==> config.mk <==
export PLATFORM = sky130hd
export DESIGN_NAME = phrd_top
export DESIGN_NICKNAME = d
export VERILOG_FILES = /design/src/shared/phrd_pkg.sv /design/src/hdl/phrd_top.sv /design/src/hdl/phrd_range_match.sv /design/src/hdl/phrd_spec_cycle.sv
export VERILOG_INCLUDE_DIRS = /design/src /design/src/shared
export SDC_FILE = /design/constraint.sdc
export NUM_CORES = 1
export LEC_CHECK = 0
export ABC_CLOCK_PERIOD_IN_PS = 2500
export BUFFER_PORTS_ARGS = -buffer_cell sky130_fd_sc_hd__buf_2
export CAP_MARGIN = 20
export CORE_ASPECT_RATIO = 1.1
export CORE_MARGIN = 5
export CORE_UTILIZATION = 30
export CTS_BUF_LIST = sky130_fd_sc_hd__clkbuf_16
export DETAILED_ROUTE_END_ITERATION = 10
export HOLD_SLACK_MARGIN = 0.15
export SYNTH_ARGS = -nofsm -noshare
export SYNTH_HDL_FRONTEND = slang
export SYNTH_SLANG_ARGS = --single-unit
==> constraint.sdc <==
create_clock -name pclk -period 2.5 [get_ports pclk]
set_clock_uncertainty 0.2 [all_clocks]
set_input_delay 0.125 -clock pclk [delete_from_list [all_inputs] [get_ports pclk]]
set_output_delay 0.125 -clock pclk [all_outputs]
set_load 0.005 [all_outputs]
==> src/shared/phrd_regs.svh <==
// register offsets, field positions and fixed constants of the range decoder
// Overview of operation
// - variable range applies only while its valid bit is set; fixed range only while its own valid bit is set
// - variable base takes programmed bits 39:17, low 17 bits zero
// - variable range extent comes from the mask field at address bits 39:17
// - address in variable range when addr AND mask equals base AND mask
// - outside the mode, variable hits go to I/O, UC or WC per type bit
// - inside the mode, variable hits go to DRAM with the DRAM type field
// - fixed close bit sends data accesses of the fixed range to I/O
// - variable close bit sends data accesses of the variable range to I/O
// - instruction fetches and table walks still reach DRAM while closed
// - lock bit 0 of hardware config register freezes protected configuration
// - when locked, all protected fields except the two close bits ignore writes
// - only reset clears the lock; software writes cannot
// - acknowledge special cycle is issued on mode entry and on mode exit
// - entry disable suppresses entry cycle, exit disable suppresses exit cycle
// - fixed range is A0000-BFFFF; I/O UC/WC outside mode, DRAM inside
// - mask register bits: 3 var close, 2 fixed close, 1 var valid, 0 fixed valid
`ifndef PHRD_REGS_SVH
`define PHRD_REGS_SVH

`define PHRD_OFS_BASE_LO 8'h00
`define PHRD_OFS_BASE_HI 8'h04
`define PHRD_OFS_MASK_LO 8'h08
`define PHRD_OFS_MASK_HI 8'h0c
`define PHRD_OFS_HWCFG 8'h10
`define PHRD_OFS_HANDLER 8'h14
`define PHRD_OFS_STATUS 8'h18
`define PHRD_OFS_CYCCNT 8'h1c

`define PHRD_BIT_FIXED_VALID 0
`define PHRD_BIT_VAR_VALID 1
`define PHRD_BIT_FIXED_CLOSE 2
`define PHRD_BIT_VAR_CLOSE 3
`define PHRD_BIT_FIXED_IO 4
`define PHRD_BIT_VAR_IO 5
`define PHRD_FLD_FIXED_DRAM 10:8
`define PHRD_FLD_VAR_DRAM 14:12
`define PHRD_FLD_ADDR_LO 31:17
`define PHRD_FLD_ADDR_HI 7:0

`define PHRD_BIT_LOCK 0
`define PHRD_BIT_ENTRY_DIS 1
`define PHRD_BIT_EXIT_DIS 2

`define PHRD_FIXED_PAGE 23'h000005
`define PHRD_MTYPE_UC 3'h0
`define PHRD_MTYPE_WC 3'h1
`define PHRD_MTYPE_NONE 3'h0
`define PHRD_ZERO32 32'h0000_0000

`endif

==> src/shared/phrd_pkg.sv <==
// types shared by the protected range decoder modules
package phrd_pkg;

	typedef enum logic [2:0] {
		PHRD_DEST_NORMAL = 3'b001,
		PHRD_DEST_DRAM = 3'b010,
		PHRD_DEST_IO = 3'b100
	} phrd_dest_e;

	typedef enum logic [2:0] {
		PHRD_ACC_DATA = 3'b001,
		PHRD_ACC_INSTR = 3'b010,
		PHRD_ACC_WALK = 3'b100
	} phrd_acc_e;

	typedef enum logic [1:0] {
		PHRD_CYC_ENTRY = 2'b01,
		PHRD_CYC_EXIT = 2'b10
	} phrd_cyc_e;

	typedef struct packed {
		logic [39:17] base;
		logic [39:17] mask;
		logic [2:0] var_range_dram_type;
		logic [2:0] fixed_dram_type;
		logic var_range_io_type_sel;
		logic fixed_range_io_type_sel;
		logic var_close;
		logic fixed_close;
		logic var_valid;
		logic fixed_range_valid;
	} phrd_cfg_s;

	typedef struct packed {
		logic valid;
		phrd_acc_e kind;
		logic [39:0] addr;
	} phrd_req_s;

	typedef struct packed {
		logic valid;
		phrd_dest_e dest;
		logic [2:0] mtype;
		logic var_hit;
		logic fixed_hit;
		logic [39:0] addr;
	} phrd_route_s;

endpackage : phrd_pkg

==> src/hdl/phrd_top.sv <==
// protected handler range decoder with apb configuration registers
//
// Decided for this implementation: register access over APB and the placing of the registers.
`timescale 1ns/10ps
`include "phrd_regs.svh"
module phrd_top (
	input wire logic pclk,
	input wire logic presetn,
	input wire logic psel,
	input wire logic penable,
	input wire logic pwrite,
	input wire logic [7:0] paddr,
	input wire logic [31:0] pwdata,
	output logic [31:0] prdata,
	output logic pready,
	output logic pslverr,
	input phrd_pkg::phrd_req_s req,
	input wire logic system_management_mode,
	output phrd_pkg::phrd_route_s route,
	output logic ack_cycle_valid,
	output phrd_pkg::phrd_cyc_e ack_cycle_kind
);

	phrd_pkg::phrd_cfg_s cfg;
	logic [31:0] handler_base_reg;
	logic protect_config_lock;
	logic entry_cycle_disable;
	logic exit_cycle_disable;
	logic [7:0] entry_count;
	logic [7:0] exit_count;
	phrd_pkg::phrd_dest_e last_dest;
	logic [2:0] last_mtype;

	// apb decode
	wire logic acc_phase;
	wire logic xfer_done;
	wire logic wr_en;
	wire logic sel_base_lo;
	wire logic sel_base_hi;
	wire logic sel_mask_lo;
	wire logic sel_mask_hi;
	wire logic sel_hwcfg;
	wire logic sel_handler;
	wire logic sel_status;
	wire logic sel_cyccnt;
	wire logic addr_ok;
	wire logic wr_open;
	wire logic [31:0] rd_word;

	// next values of the configuration
	wire phrd_pkg::phrd_cfg_s next_cfg;
	wire logic [31:0] next_handler_base;
	wire logic next_lock;
	wire logic next_entry_dis;
	wire logic next_exit_dis;

	// range match results
	wire phrd_pkg::phrd_dest_e match_dest;
	wire logic [2:0] match_mtype;
	wire logic match_var_hit;
	wire logic match_fixed_hit;

	// special cycle generator outputs
	wire logic cyc_valid;
	wire phrd_pkg::phrd_cyc_e cyc_kind;

	// one wait state: pready rises on the second access cycle
	assign acc_phase = psel && penable;
	assign xfer_done = acc_phase && pready;
	assign wr_en = xfer_done && pwrite;

	assign sel_base_lo = (paddr == `PHRD_OFS_BASE_LO);
	assign sel_base_hi = (paddr == `PHRD_OFS_BASE_HI);
	assign sel_mask_lo = (paddr == `PHRD_OFS_MASK_LO);
	assign sel_mask_hi = (paddr == `PHRD_OFS_MASK_HI);
	assign sel_hwcfg = (paddr == `PHRD_OFS_HWCFG);
	assign sel_handler = (paddr == `PHRD_OFS_HANDLER);
	assign sel_status = (paddr == `PHRD_OFS_STATUS);
	assign sel_cyccnt = (paddr == `PHRD_OFS_CYCCNT);
	assign addr_ok = sel_base_lo || sel_base_hi || sel_mask_lo ||
		sel_mask_hi || sel_hwcfg || sel_handler || sel_status ||
		sel_cyccnt;

	// locked fields keep their value; the close bits stay writable
	assign wr_open = !protect_config_lock;

	assign next_cfg.base[31:17] = (wr_en && sel_base_lo && wr_open)
		? pwdata[`PHRD_FLD_ADDR_LO] : cfg.base[31:17];
	assign next_cfg.base[39:32] = (wr_en && sel_base_hi && wr_open)
		? pwdata[`PHRD_FLD_ADDR_HI] : cfg.base[39:32];
	assign next_cfg.mask[31:17] = (wr_en && sel_mask_lo && wr_open)
		? pwdata[`PHRD_FLD_ADDR_LO] : cfg.mask[31:17];
	assign next_cfg.mask[39:32] = (wr_en && sel_mask_hi && wr_open)
		? pwdata[`PHRD_FLD_ADDR_HI] : cfg.mask[39:32];
	assign next_cfg.var_range_dram_type =
		(wr_en && sel_mask_lo && wr_open)
		? pwdata[`PHRD_FLD_VAR_DRAM] : cfg.var_range_dram_type;
	assign next_cfg.fixed_dram_type = (wr_en && sel_mask_lo && wr_open)
		? pwdata[`PHRD_FLD_FIXED_DRAM] : cfg.fixed_dram_type;
	assign next_cfg.var_range_io_type_sel =
		(wr_en && sel_mask_lo && wr_open)
		? pwdata[`PHRD_BIT_VAR_IO] : cfg.var_range_io_type_sel;
	assign next_cfg.fixed_range_io_type_sel =
		(wr_en && sel_mask_lo && wr_open)
		? pwdata[`PHRD_BIT_FIXED_IO] : cfg.fixed_range_io_type_sel;
	assign next_cfg.var_valid = (wr_en && sel_mask_lo && wr_open)
		? pwdata[`PHRD_BIT_VAR_VALID] : cfg.var_valid;
	assign next_cfg.fixed_range_valid = (wr_en && sel_mask_lo && wr_open)
		? pwdata[`PHRD_BIT_FIXED_VALID]
		: cfg.fixed_range_valid;
	assign next_cfg.var_close = (wr_en && sel_mask_lo)
		? pwdata[`PHRD_BIT_VAR_CLOSE] : cfg.var_close;
	assign next_cfg.fixed_close = (wr_en && sel_mask_lo)
		? pwdata[`PHRD_BIT_FIXED_CLOSE]
		: cfg.fixed_close;

	assign next_handler_base = (wr_en && sel_handler && wr_open)
		? pwdata : handler_base_reg;

	// lock is set-only; a write of 0 never clears it
	assign next_lock = protect_config_lock ||
		(wr_en && sel_hwcfg && pwdata[`PHRD_BIT_LOCK]);
	assign next_entry_dis = (wr_en && sel_hwcfg && wr_open)
		? pwdata[`PHRD_BIT_ENTRY_DIS] : entry_cycle_disable;
	assign next_exit_dis = (wr_en && sel_hwcfg && wr_open)
		? pwdata[`PHRD_BIT_EXIT_DIS] : exit_cycle_disable;

	// read mux; unmapped offsets read zero
	assign rd_word =
		sel_base_lo ? {cfg.base[31:17], 17'h00000} :
		sel_base_hi ? {24'h000000, cfg.base[39:32]} :
		sel_mask_lo ? {cfg.mask[31:17], 2'h0,
			cfg.var_range_dram_type, 1'b0, cfg.fixed_dram_type,
			2'h0, cfg.var_range_io_type_sel,
			cfg.fixed_range_io_type_sel, cfg.var_close,
			cfg.fixed_close, cfg.var_valid,
			cfg.fixed_range_valid} :
		sel_mask_hi ? {24'h000000, cfg.mask[39:32]} :
		sel_hwcfg ? {29'h00000000, exit_cycle_disable,
			entry_cycle_disable, protect_config_lock} :
		sel_handler ? handler_base_reg :
		sel_status ? {21'h000000, last_mtype, 1'b0, last_dest,
			2'h0, protect_config_lock, system_management_mode} :
		sel_cyccnt ? {16'h0000, exit_count, entry_count} :
		`PHRD_ZERO32;

	phrd_range_match u_match (
		.cfg(cfg),
		.addr(req.addr),
		.kind(req.kind),
		.in_mode(system_management_mode),
		.dest(match_dest),
		.mtype(match_mtype),
		.var_hit(match_var_hit),
		.fixed_hit(match_fixed_hit)
	);

	phrd_spec_cycle u_cycle (
		.pclk(pclk),
		.presetn(presetn),
		.in_mode(system_management_mode),
		.entry_cycle_disable(entry_cycle_disable),
		.exit_cycle_disable(exit_cycle_disable),
		.cyc_valid(cyc_valid),
		.cyc_kind(cyc_kind)
	);

	// apb answer
	always_ff @(posedge pclk or negedge presetn) begin
		if (!presetn) begin
			pready <= 1'b0;
			pslverr <= 1'b0;
			prdata <= `PHRD_ZERO32;
		end else begin
			pready <= acc_phase && !pready;
			pslverr <= acc_phase && !pready && !addr_ok;
			prdata <= (acc_phase && !pready && !pwrite) ? rd_word
				: `PHRD_ZERO32;
		end
	end

	// configuration; only the asynchronous reset returns the lock to 0
	always_ff @(posedge pclk or negedge presetn) begin
		if (!presetn) begin
			cfg <= '0;
			handler_base_reg <= `PHRD_ZERO32;
			protect_config_lock <= 1'b0;
			entry_cycle_disable <= 1'b0;
			exit_cycle_disable <= 1'b0;
		end else begin
			cfg <= next_cfg;
			handler_base_reg <= next_handler_base;
			protect_config_lock <= next_lock;
			entry_cycle_disable <= next_entry_dis;
			exit_cycle_disable <= next_exit_dis;
		end
	end

	// routed access, one cycle after the request
	always_ff @(posedge pclk or negedge presetn) begin
		if (!presetn) begin
			route.valid <= 1'b0;
			route.dest <= phrd_pkg::PHRD_DEST_NORMAL;
			route.mtype <= `PHRD_MTYPE_NONE;
			route.var_hit <= 1'b0;
			route.fixed_hit <= 1'b0;
			route.addr <= 40'h00_0000_0000;
		end else begin
			route.valid <= req.valid;
			route.dest <= match_dest;
			route.mtype <= match_mtype;
			route.var_hit <= match_var_hit;
			route.fixed_hit <= match_fixed_hit;
			route.addr <= req.addr;
		end
	end

	// last decision kept for software to inspect
	always_ff @(posedge pclk or negedge presetn) begin
		if (!presetn) begin
			last_dest <= phrd_pkg::PHRD_DEST_NORMAL;
			last_mtype <= `PHRD_MTYPE_NONE;
		end else if (req.valid) begin
			last_dest <= match_dest;
			last_mtype <= match_mtype;
		end
	end

	// acknowledge cycles, counted so software can see suppression work
	always_ff @(posedge pclk or negedge presetn) begin
		if (!presetn) begin
			ack_cycle_valid <= 1'b0;
			ack_cycle_kind <= phrd_pkg::PHRD_CYC_ENTRY;
			entry_count <= 8'h00;
			exit_count <= 8'h00;
		end else begin
			ack_cycle_valid <= cyc_valid;
			ack_cycle_kind <= cyc_kind;
			if (cyc_valid && cyc_kind == phrd_pkg::PHRD_CYC_ENTRY) begin
				entry_count <= entry_count + 8'h01;
			end
			if (cyc_valid && cyc_kind == phrd_pkg::PHRD_CYC_EXIT) begin
				exit_count <= exit_count + 8'h01;
			end
		end
	end

endmodule : phrd_top

==> src/hdl/phrd_range_match.sv <==
// combinational range test and routing of one core address
`timescale 1ns/10ps
`include "phrd_regs.svh"
module phrd_range_match (
	input phrd_pkg::phrd_cfg_s cfg,
	input wire logic [39:0] addr,
	input phrd_pkg::phrd_acc_e kind,
	input wire logic in_mode,
	output phrd_pkg::phrd_dest_e dest,
	output logic [2:0] mtype,
	output logic var_hit,
	output logic fixed_hit
);

	function automatic logic [2:0] io_type(input logic wc_sel);
		io_type = wc_sel ? `PHRD_MTYPE_WC : `PHRD_MTYPE_UC;
	endfunction : io_type

	wire logic is_data;
	wire logic var_to_io;
	wire logic fixed_to_io;
	wire logic [2:0] var_mtype;
	wire logic [2:0] fixed_mtype;

	// base is only bits 39:17, so the range starts on a 128 KB boundary
	assign var_hit = cfg.var_valid &&
		((addr[39:17] & cfg.mask) == (cfg.base & cfg.mask));
	assign fixed_hit = cfg.fixed_range_valid &&
		(addr[39:17] == `PHRD_FIXED_PAGE);

	// fetches and walks ignore close so the handler keeps running from dram
	assign is_data = (kind == phrd_pkg::PHRD_ACC_DATA);
	assign var_to_io = !in_mode || (cfg.var_close && is_data);
	assign fixed_to_io = !in_mode || (cfg.fixed_close && is_data);
	assign var_mtype = var_to_io ? io_type(cfg.var_range_io_type_sel)
		: cfg.var_range_dram_type;
	assign fixed_mtype = fixed_to_io ? io_type(cfg.fixed_range_io_type_sel)
		: cfg.fixed_dram_type;

	// variable range wins an overlap; software keeps overlaps consistent
	assign dest = var_hit ? (var_to_io ? phrd_pkg::PHRD_DEST_IO
		: phrd_pkg::PHRD_DEST_DRAM)
		: fixed_hit ? (fixed_to_io ? phrd_pkg::PHRD_DEST_IO
		: phrd_pkg::PHRD_DEST_DRAM)
		: phrd_pkg::PHRD_DEST_NORMAL;
	assign mtype = var_hit ? var_mtype : fixed_hit ? fixed_mtype
		: `PHRD_MTYPE_NONE;

endmodule : phrd_range_match

==> src/hdl/phrd_spec_cycle.sv <==
// entry and exit acknowledge special cycle generator
`timescale 1ns/10ps
module phrd_spec_cycle (
	input wire logic pclk,
	input wire logic presetn,
	input wire logic in_mode,
	input wire logic entry_cycle_disable,
	input wire logic exit_cycle_disable,
	output logic cyc_valid,
	output phrd_pkg::phrd_cyc_e cyc_kind
);

	logic mode_q;
	wire logic entering;
	wire logic leaving;
	wire logic next_cyc_valid;
	wire phrd_pkg::phrd_cyc_e next_cyc_kind;

	assign entering = in_mode && !mode_q;
	assign leaving = !in_mode && mode_q;
	assign next_cyc_valid = (entering && !entry_cycle_disable) ||
		(leaving && !exit_cycle_disable);
	assign next_cyc_kind = entering ? phrd_pkg::PHRD_CYC_ENTRY
		: phrd_pkg::PHRD_CYC_EXIT;

	always_ff @(posedge pclk or negedge presetn) begin
		if (!presetn) begin
			mode_q <= 1'b0;
			cyc_valid <= 1'b0;
			cyc_kind <= phrd_pkg::PHRD_CYC_ENTRY;
		end else begin
			mode_q <= in_mode;
			cyc_valid <= next_cyc_valid;
			cyc_kind <= next_cyc_kind;
		end
	end

endmodule : phrd_spec_cycle

Word-level counts from Yosys, hierarchy flattened
Cells that the tools add are included.

word-level totals
  input port bits = 90
  flip-flop bits (word level) = 205
  word-level logic and storage cells = 119
  memory bits (read-only) = 0
  memories kept = 0
  latch bits = 0
  RAM bits = 0

operators by class
  shifts and indexed selects = 0
  reduce and logical (&&, ||, !) cells = 49
  multiplexer cells = 20
  $add $sub $neg = 2
  bitwise gates (word level) = 2
  equality and inequality tests = 12
  div/mod/pow operators = 0
  magnitude comparators = 0
  $mul = 0

operator list
  kind                                             count
  two-way mux 32 bit                               7
  AND 23 bit                                       2
  == test 8 x 5 -> 1 bit (second input constant)   4
  two-way mux 16 bit                               2
  logical AND 1 bit                                29
  two-way mux 3 bit                                8
  == test 23 bit                                   1
  == test 23 x 3 -> 1 bit (second input constant)  1
  adder 8 x 1 -> 8 bit (second input constant)     2
  == test 8 x 4 -> 1 bit (second input constant)   2
  logical OR 1 bit                                 11
  == test 8 x 3 -> 1 bit (second input constant)   1
  logical NOT 1 bit                                8
  logical NOT 8 bit                                1
  == test 3 x 1 -> 1 bit (second input constant)   1
  == test 2 x 1 -> 1 bit (second input constant)   1
  == test 2 bit (second input constant)            1
  two-way mux 1 bit                                2
  two-way mux 2 bit                                1

Longest topological paths before layout
  depth in word-level cells = 10
  mapped depth = 7
  mapped depth without buffers = 5

By module
From an unflattened synthesis, not the netlist that was laid out.

unflattened totals
  cells, all modules = 585
  area, all modules = 8320.5 µm²

by module, submodules not included
  module            area each (µm²)  instances  cells an instance  seq. area each (µm²)
  phrd_top          7653.6           1          510                5033.6
  phrd_range_match  529.3            1          67                 0.0
  phrd_spec_cycle   137.6            1          8                  101.3

Worst setup path before layout
OpenSTA, ideal clock, no wires.

  path kind = register to register
  from = register pready
  to = register cfg[35] (netlist name)
  cell stages (with the launch flop) = 6
  path slack = 395 ps
  period minus slack after synthesis = 2105 ps
  data arrival time = 1780 ps
  path buffers = 1
  cells stage by stage = dfrtp_1 nand4_1 nor2_1 nand3_1 clkbuf_1 mux2_2

between the ends
  word-level cells in the longest chain between the ends = 4

RTL lines
  element                          line             RTL
  from (decl)                      phrd_top.sv:15   output logic pready,
  from (signal assigned)           phrd_top.sv:175  pready <= acc_phase && !pready;
  logical AND 1 bit                phrd_top.sv:69   assign xfer_done = acc_phase && pready;
  logical AND 1 bit                phrd_top.sv:70   assign wr_en = xfer_done && pwrite;
  logical AND 1 bit (2 in series)  phrd_top.sv:87   assign next_cfg.base[31:17] = (wr_en && sel_base_lo && wr_open)

No other way between the ends.
A chain may end at the register's enable or synchronous reset.

Worst setup path after layout
  from = input port paddr[3]
  to = register prdata[7]

between the ends
  word-level cells in the longest chain between the ends = 10

RTL lines
  element                                              line             RTL
  from (decl)                                          phrd_top.sv:12   input wire logic [7:0] paddr,
  == test 8 x 5 -> 1 bit (no source line)              --
  two-way mux 16 bit (no source line) (2 in series)    --
  two-way mux 32 bit (no source line) (5 in series)    --
  two-way mux 32 bit (no source line) * (2 in series)  --
  to (signal assigned)                                 phrd_top.sv:173  prdata <= `PHRD_ZERO32;
  to (signal assigned)                                 phrd_top.sv:177  prdata <= (acc_phase && !pready && !pwrite) ? rd_word
  to (decl)                                            phrd_top.sv:14   output logic [31:0] prdata,

Mark *: on every way between the ends. The rest lies on a longest branch, timed or not.

==> flow_summary_export.csv <==
group,metric,value,unit
synthesis,synth_top_cell_area_share,0.597,
synthesis,synth.cell_area,8420,µm²
finish,final_layout_size_suffix_gt1_frac,0.356,
global_routing,grt_pass1_wl,40200,µm
finish,final_nets,1059,
finish,reg_top3,"cfg (58), route (49)",
placed_design,place_ws,0.0791,ns
timing,fin_setup_tns,0,ns
finish,antennaDiodeCount,0,
detailed_routing,ant_nets,0,
floorplanning,num_io_pins,176,
synthesis,synth-seq-cells,205,
detailed_routing,vias,6372,
floorplanning,core-area,27800,µm²
detailed_routing,drc,0,
worst_setup_path,ff2ff_setup_slack,0.26,ns
synthesis,synthCells,627,
power_and_ir_drop,power.internal,5.57,mW
timing,max_freq,422,MHz
floorplanning,fp.dieW,170,µm
timing,worst_slew_pin_slew,0.537,ns
timing,finalSetupViolCount,0,
timing,rsz0062_at_grt,"no",
worst_setup_path,crit_type,"in2reg",
power_and_ir_drop,powerDensity,612,nW/µm²
global_routing,grt_max_degree,67,
synthesis,synth_fp_nets,719,
floorplanning,rows,64,
synthesis,async_flop_share,1.00,
synthesis,synthFlopType,"dfrtp_1",
floorplanning,die_y,186,µm
synthesis,synthMostInstantiatedCell,"dfrtp_1",
hold_path,min_to,"prdata[7]",
worst_setup_path,start_kind,"input pin",
placed_design,port_buffers,175,
worst_setup_path,reg2reg_depth,6,
floorplanning,initial_core_util,0.303,
hold_path,holdPathStages,6,
synthesis,ys_top_cells_by_count,"dfrtp_1, mux2_2, nor2_1",
detailed_routing,drt-pass1-iter-count,4,
power_and_ir_drop,peakVddDrop,0.536,mV
timing,min_period_over_period,0.948,
clock_network,cts_root_buf,"clkbuf_16",
worst_setup_path,end_kind,"register",
detailed_routing,drt_iter0_drc,445,
clock_network,cts.sink_count,205,
power_and_ir_drop,power_leakage,5.97,nW
timing,slew_viol_final,0,
worst_setup_path,required,2.72,ns
clock_network,cts_tree,"built",
finish,area_growth,42.4,%
worst_setup_path,regToRegStartpoint,"cfg[52]",
flow_run,drv_cap,0,
finish,stdcell_count,1347,
floorplanning,die_area,31500,µm²
detailed_routing,routed_via_density,4.73,
power_and_ir_drop,power.total,7.33,mW
worst_setup_path,critPathMaxFanout,10,
clock_network,postCtsSetupRepairBufs,0,
run_status,status,"finished, final reports clean",
power_and_ir_drop,switching_power,1.76,mW
timing,hold_violations,0,
synthesis,yosysTopAreaCell,"dfrtp_1",
synthesis,synthTopCellsByArea,"dfrtp_1, mux2_2, mux2_4",
finish,largest_reg_flops,58,
global_routing,grt_pass1_vias,6934,
power_and_ir_drop,p_sw_frac,0.240,
clock_network,cts_max_path_buffers,3,
hold_path,min_from,"paddr[7]",
synthesis,yosysSeqAreaShare,0.610,
detailed_routing,wl,25800,µm
power_and_ir_drop,pwr-share-comb,0.090,
hold_path,hold_path.class,"in2reg",
finish,final_util,0.432,
worst_setup_path,arrival,2.59,ns
placed_design,place_inst,1170,
clock_network,clk_pin_slew,0.06,ns
clock_network,numCtsBuffers,24,
detailed_routing,wl_per_cell,19.2,µm
worst_setup_path,r2r-end,"route[43]",
global_routing,antenna_found_initial,0,
clock_network,clk_latency,0.51,ns
global_routing,track_usage,0.163,
power_and_ir_drop,clkPwrFrac,0.428,
power_and_ir_drop,p_seq_frac,0.483,
timing,max_slew_margin,0.642,
global_routing,grt_overflow_total,0,
finish,top_register,"cfg",
synthesis,avgSynthCellArea,13.4,µm²
synthesis,synth_cell_types,57,
placed_design,routabilityCongestion,0.824,
clock_network,htreeDepth,1,
synthesis,synth_edf_count,0,
placed_design,hpwlAfterDp,17400,µm
timing,setup_ws,0.129,ns
timing,period_needed,2.37,ns
synthesis,yosys_warnings,0,
## layout by cell type, fill, tap and decap left out, drive strengths merged, types with 10 or more instances in the layout
cell type,instances
nand4,10
o21ai,23
dlygate4sd3,134
dfrtp,201
mux2,100
clkbuf,25
nor2,43
inv,17
buf,207
xor2,27
nand2,37
a21oi,11
xnor2,10
a22oi,31
## worst max-delay path by stage
| stage | cells after the start | endpoint | from | slack (ns) |
|---|---|---|---|---|
| 3_5_place_dp | 7 | prdata[6] | paddr[1] | 0.08 |
| 3_3_place_gp | 7 | prdata[6] | paddr[1] | 0.09 |
| 2_1_floorplan | 5 | cfg[35] | pready | 0.39 |
| 4_1_cts | 8 | handler_base_reg[19] | paddr[5] | 0.06 |
| 6_report | 8 | prdata[7] | paddr[3] | 0.13 |
| 5_1_grt | 8 | prdata[7] | paddr[3] | 0.02 |
## per-stage QoR
| stage | hold WS, ns | area (µm²) |
|---|---|---|
| after CTS | 0.153 | 12000 |
| final | 0.156 | 12000 |
| after detailed placement | -0.0731 | 9950 |
| after floorplan | -0.371 | 8420 |
| after global routing | 0.171 | 12000 |
| after global placement | -0.0705 | 9950 |
## area by class of cell
cell class / instances / area, µm²
flip-flops and latches: 205 / 5130
clock buffers: 25 / 626
repair buffers: 341 / 2560
well taps: 363 / 454
clock inverters: 18 / 68.8
inverters: 6 / 22.5
fillers: 2600 / 15800
multi-input cells: 389 / 3130
## logic make-up (layout without fill, tap and decap cells)
group | count (synthesis) | count (layout) | synth area share
simple gates | 145 | 145 | 0.0917
xor+xnor | 37 | 37 | 0.0385
mux | 108 | 108 | 0.160
compound gates | 97 | 97 | 0.0788
fa+ha+maj | 2 | 2 | 0.00297
buf+inv | 33 | 390 | 0.0186
flops | 205 | 205 | 0.610
## layer usage
layer / share of wire / global-route usage
met4: 0.025 / 0.0473
met2: 0.47 / 0.271
met5: 0 / 0
met3: 0.064 / 0.0350
met1: 0.44 / 0.214
## critical path: stages
cell and delay [ns]:
dlygate4sd3_1 0.54, buf_4 0.18, nand2_1 0.12, dlygate4sd3_1 0.63, nor2_4 0.14, dlygate4sd3_1 0.58
nand2_1 0.06, a21boi_0 0.20
## power groups by stage
stage,combinational [mW],sequential [mW],clock (mW)
6_report,0.657,3.54,3.14
5_1_grt,0.737,3.55,3.37
3_5_place_dp,0.501,3.60,0
2_1_floorplan,0.202,3.58,0
4_1_cts,0.662,3.54,3.24
3_3_place_gp,0.491,3.60,0
## timing repair
action                                  in CTS  in global routing
hold buffers                               131                  4
endpoints found under the hold margin      373                  2
resized for setup                            0                  2
endpoints found under the setup margin       0                 16
(Power assumes the default switching activity.)
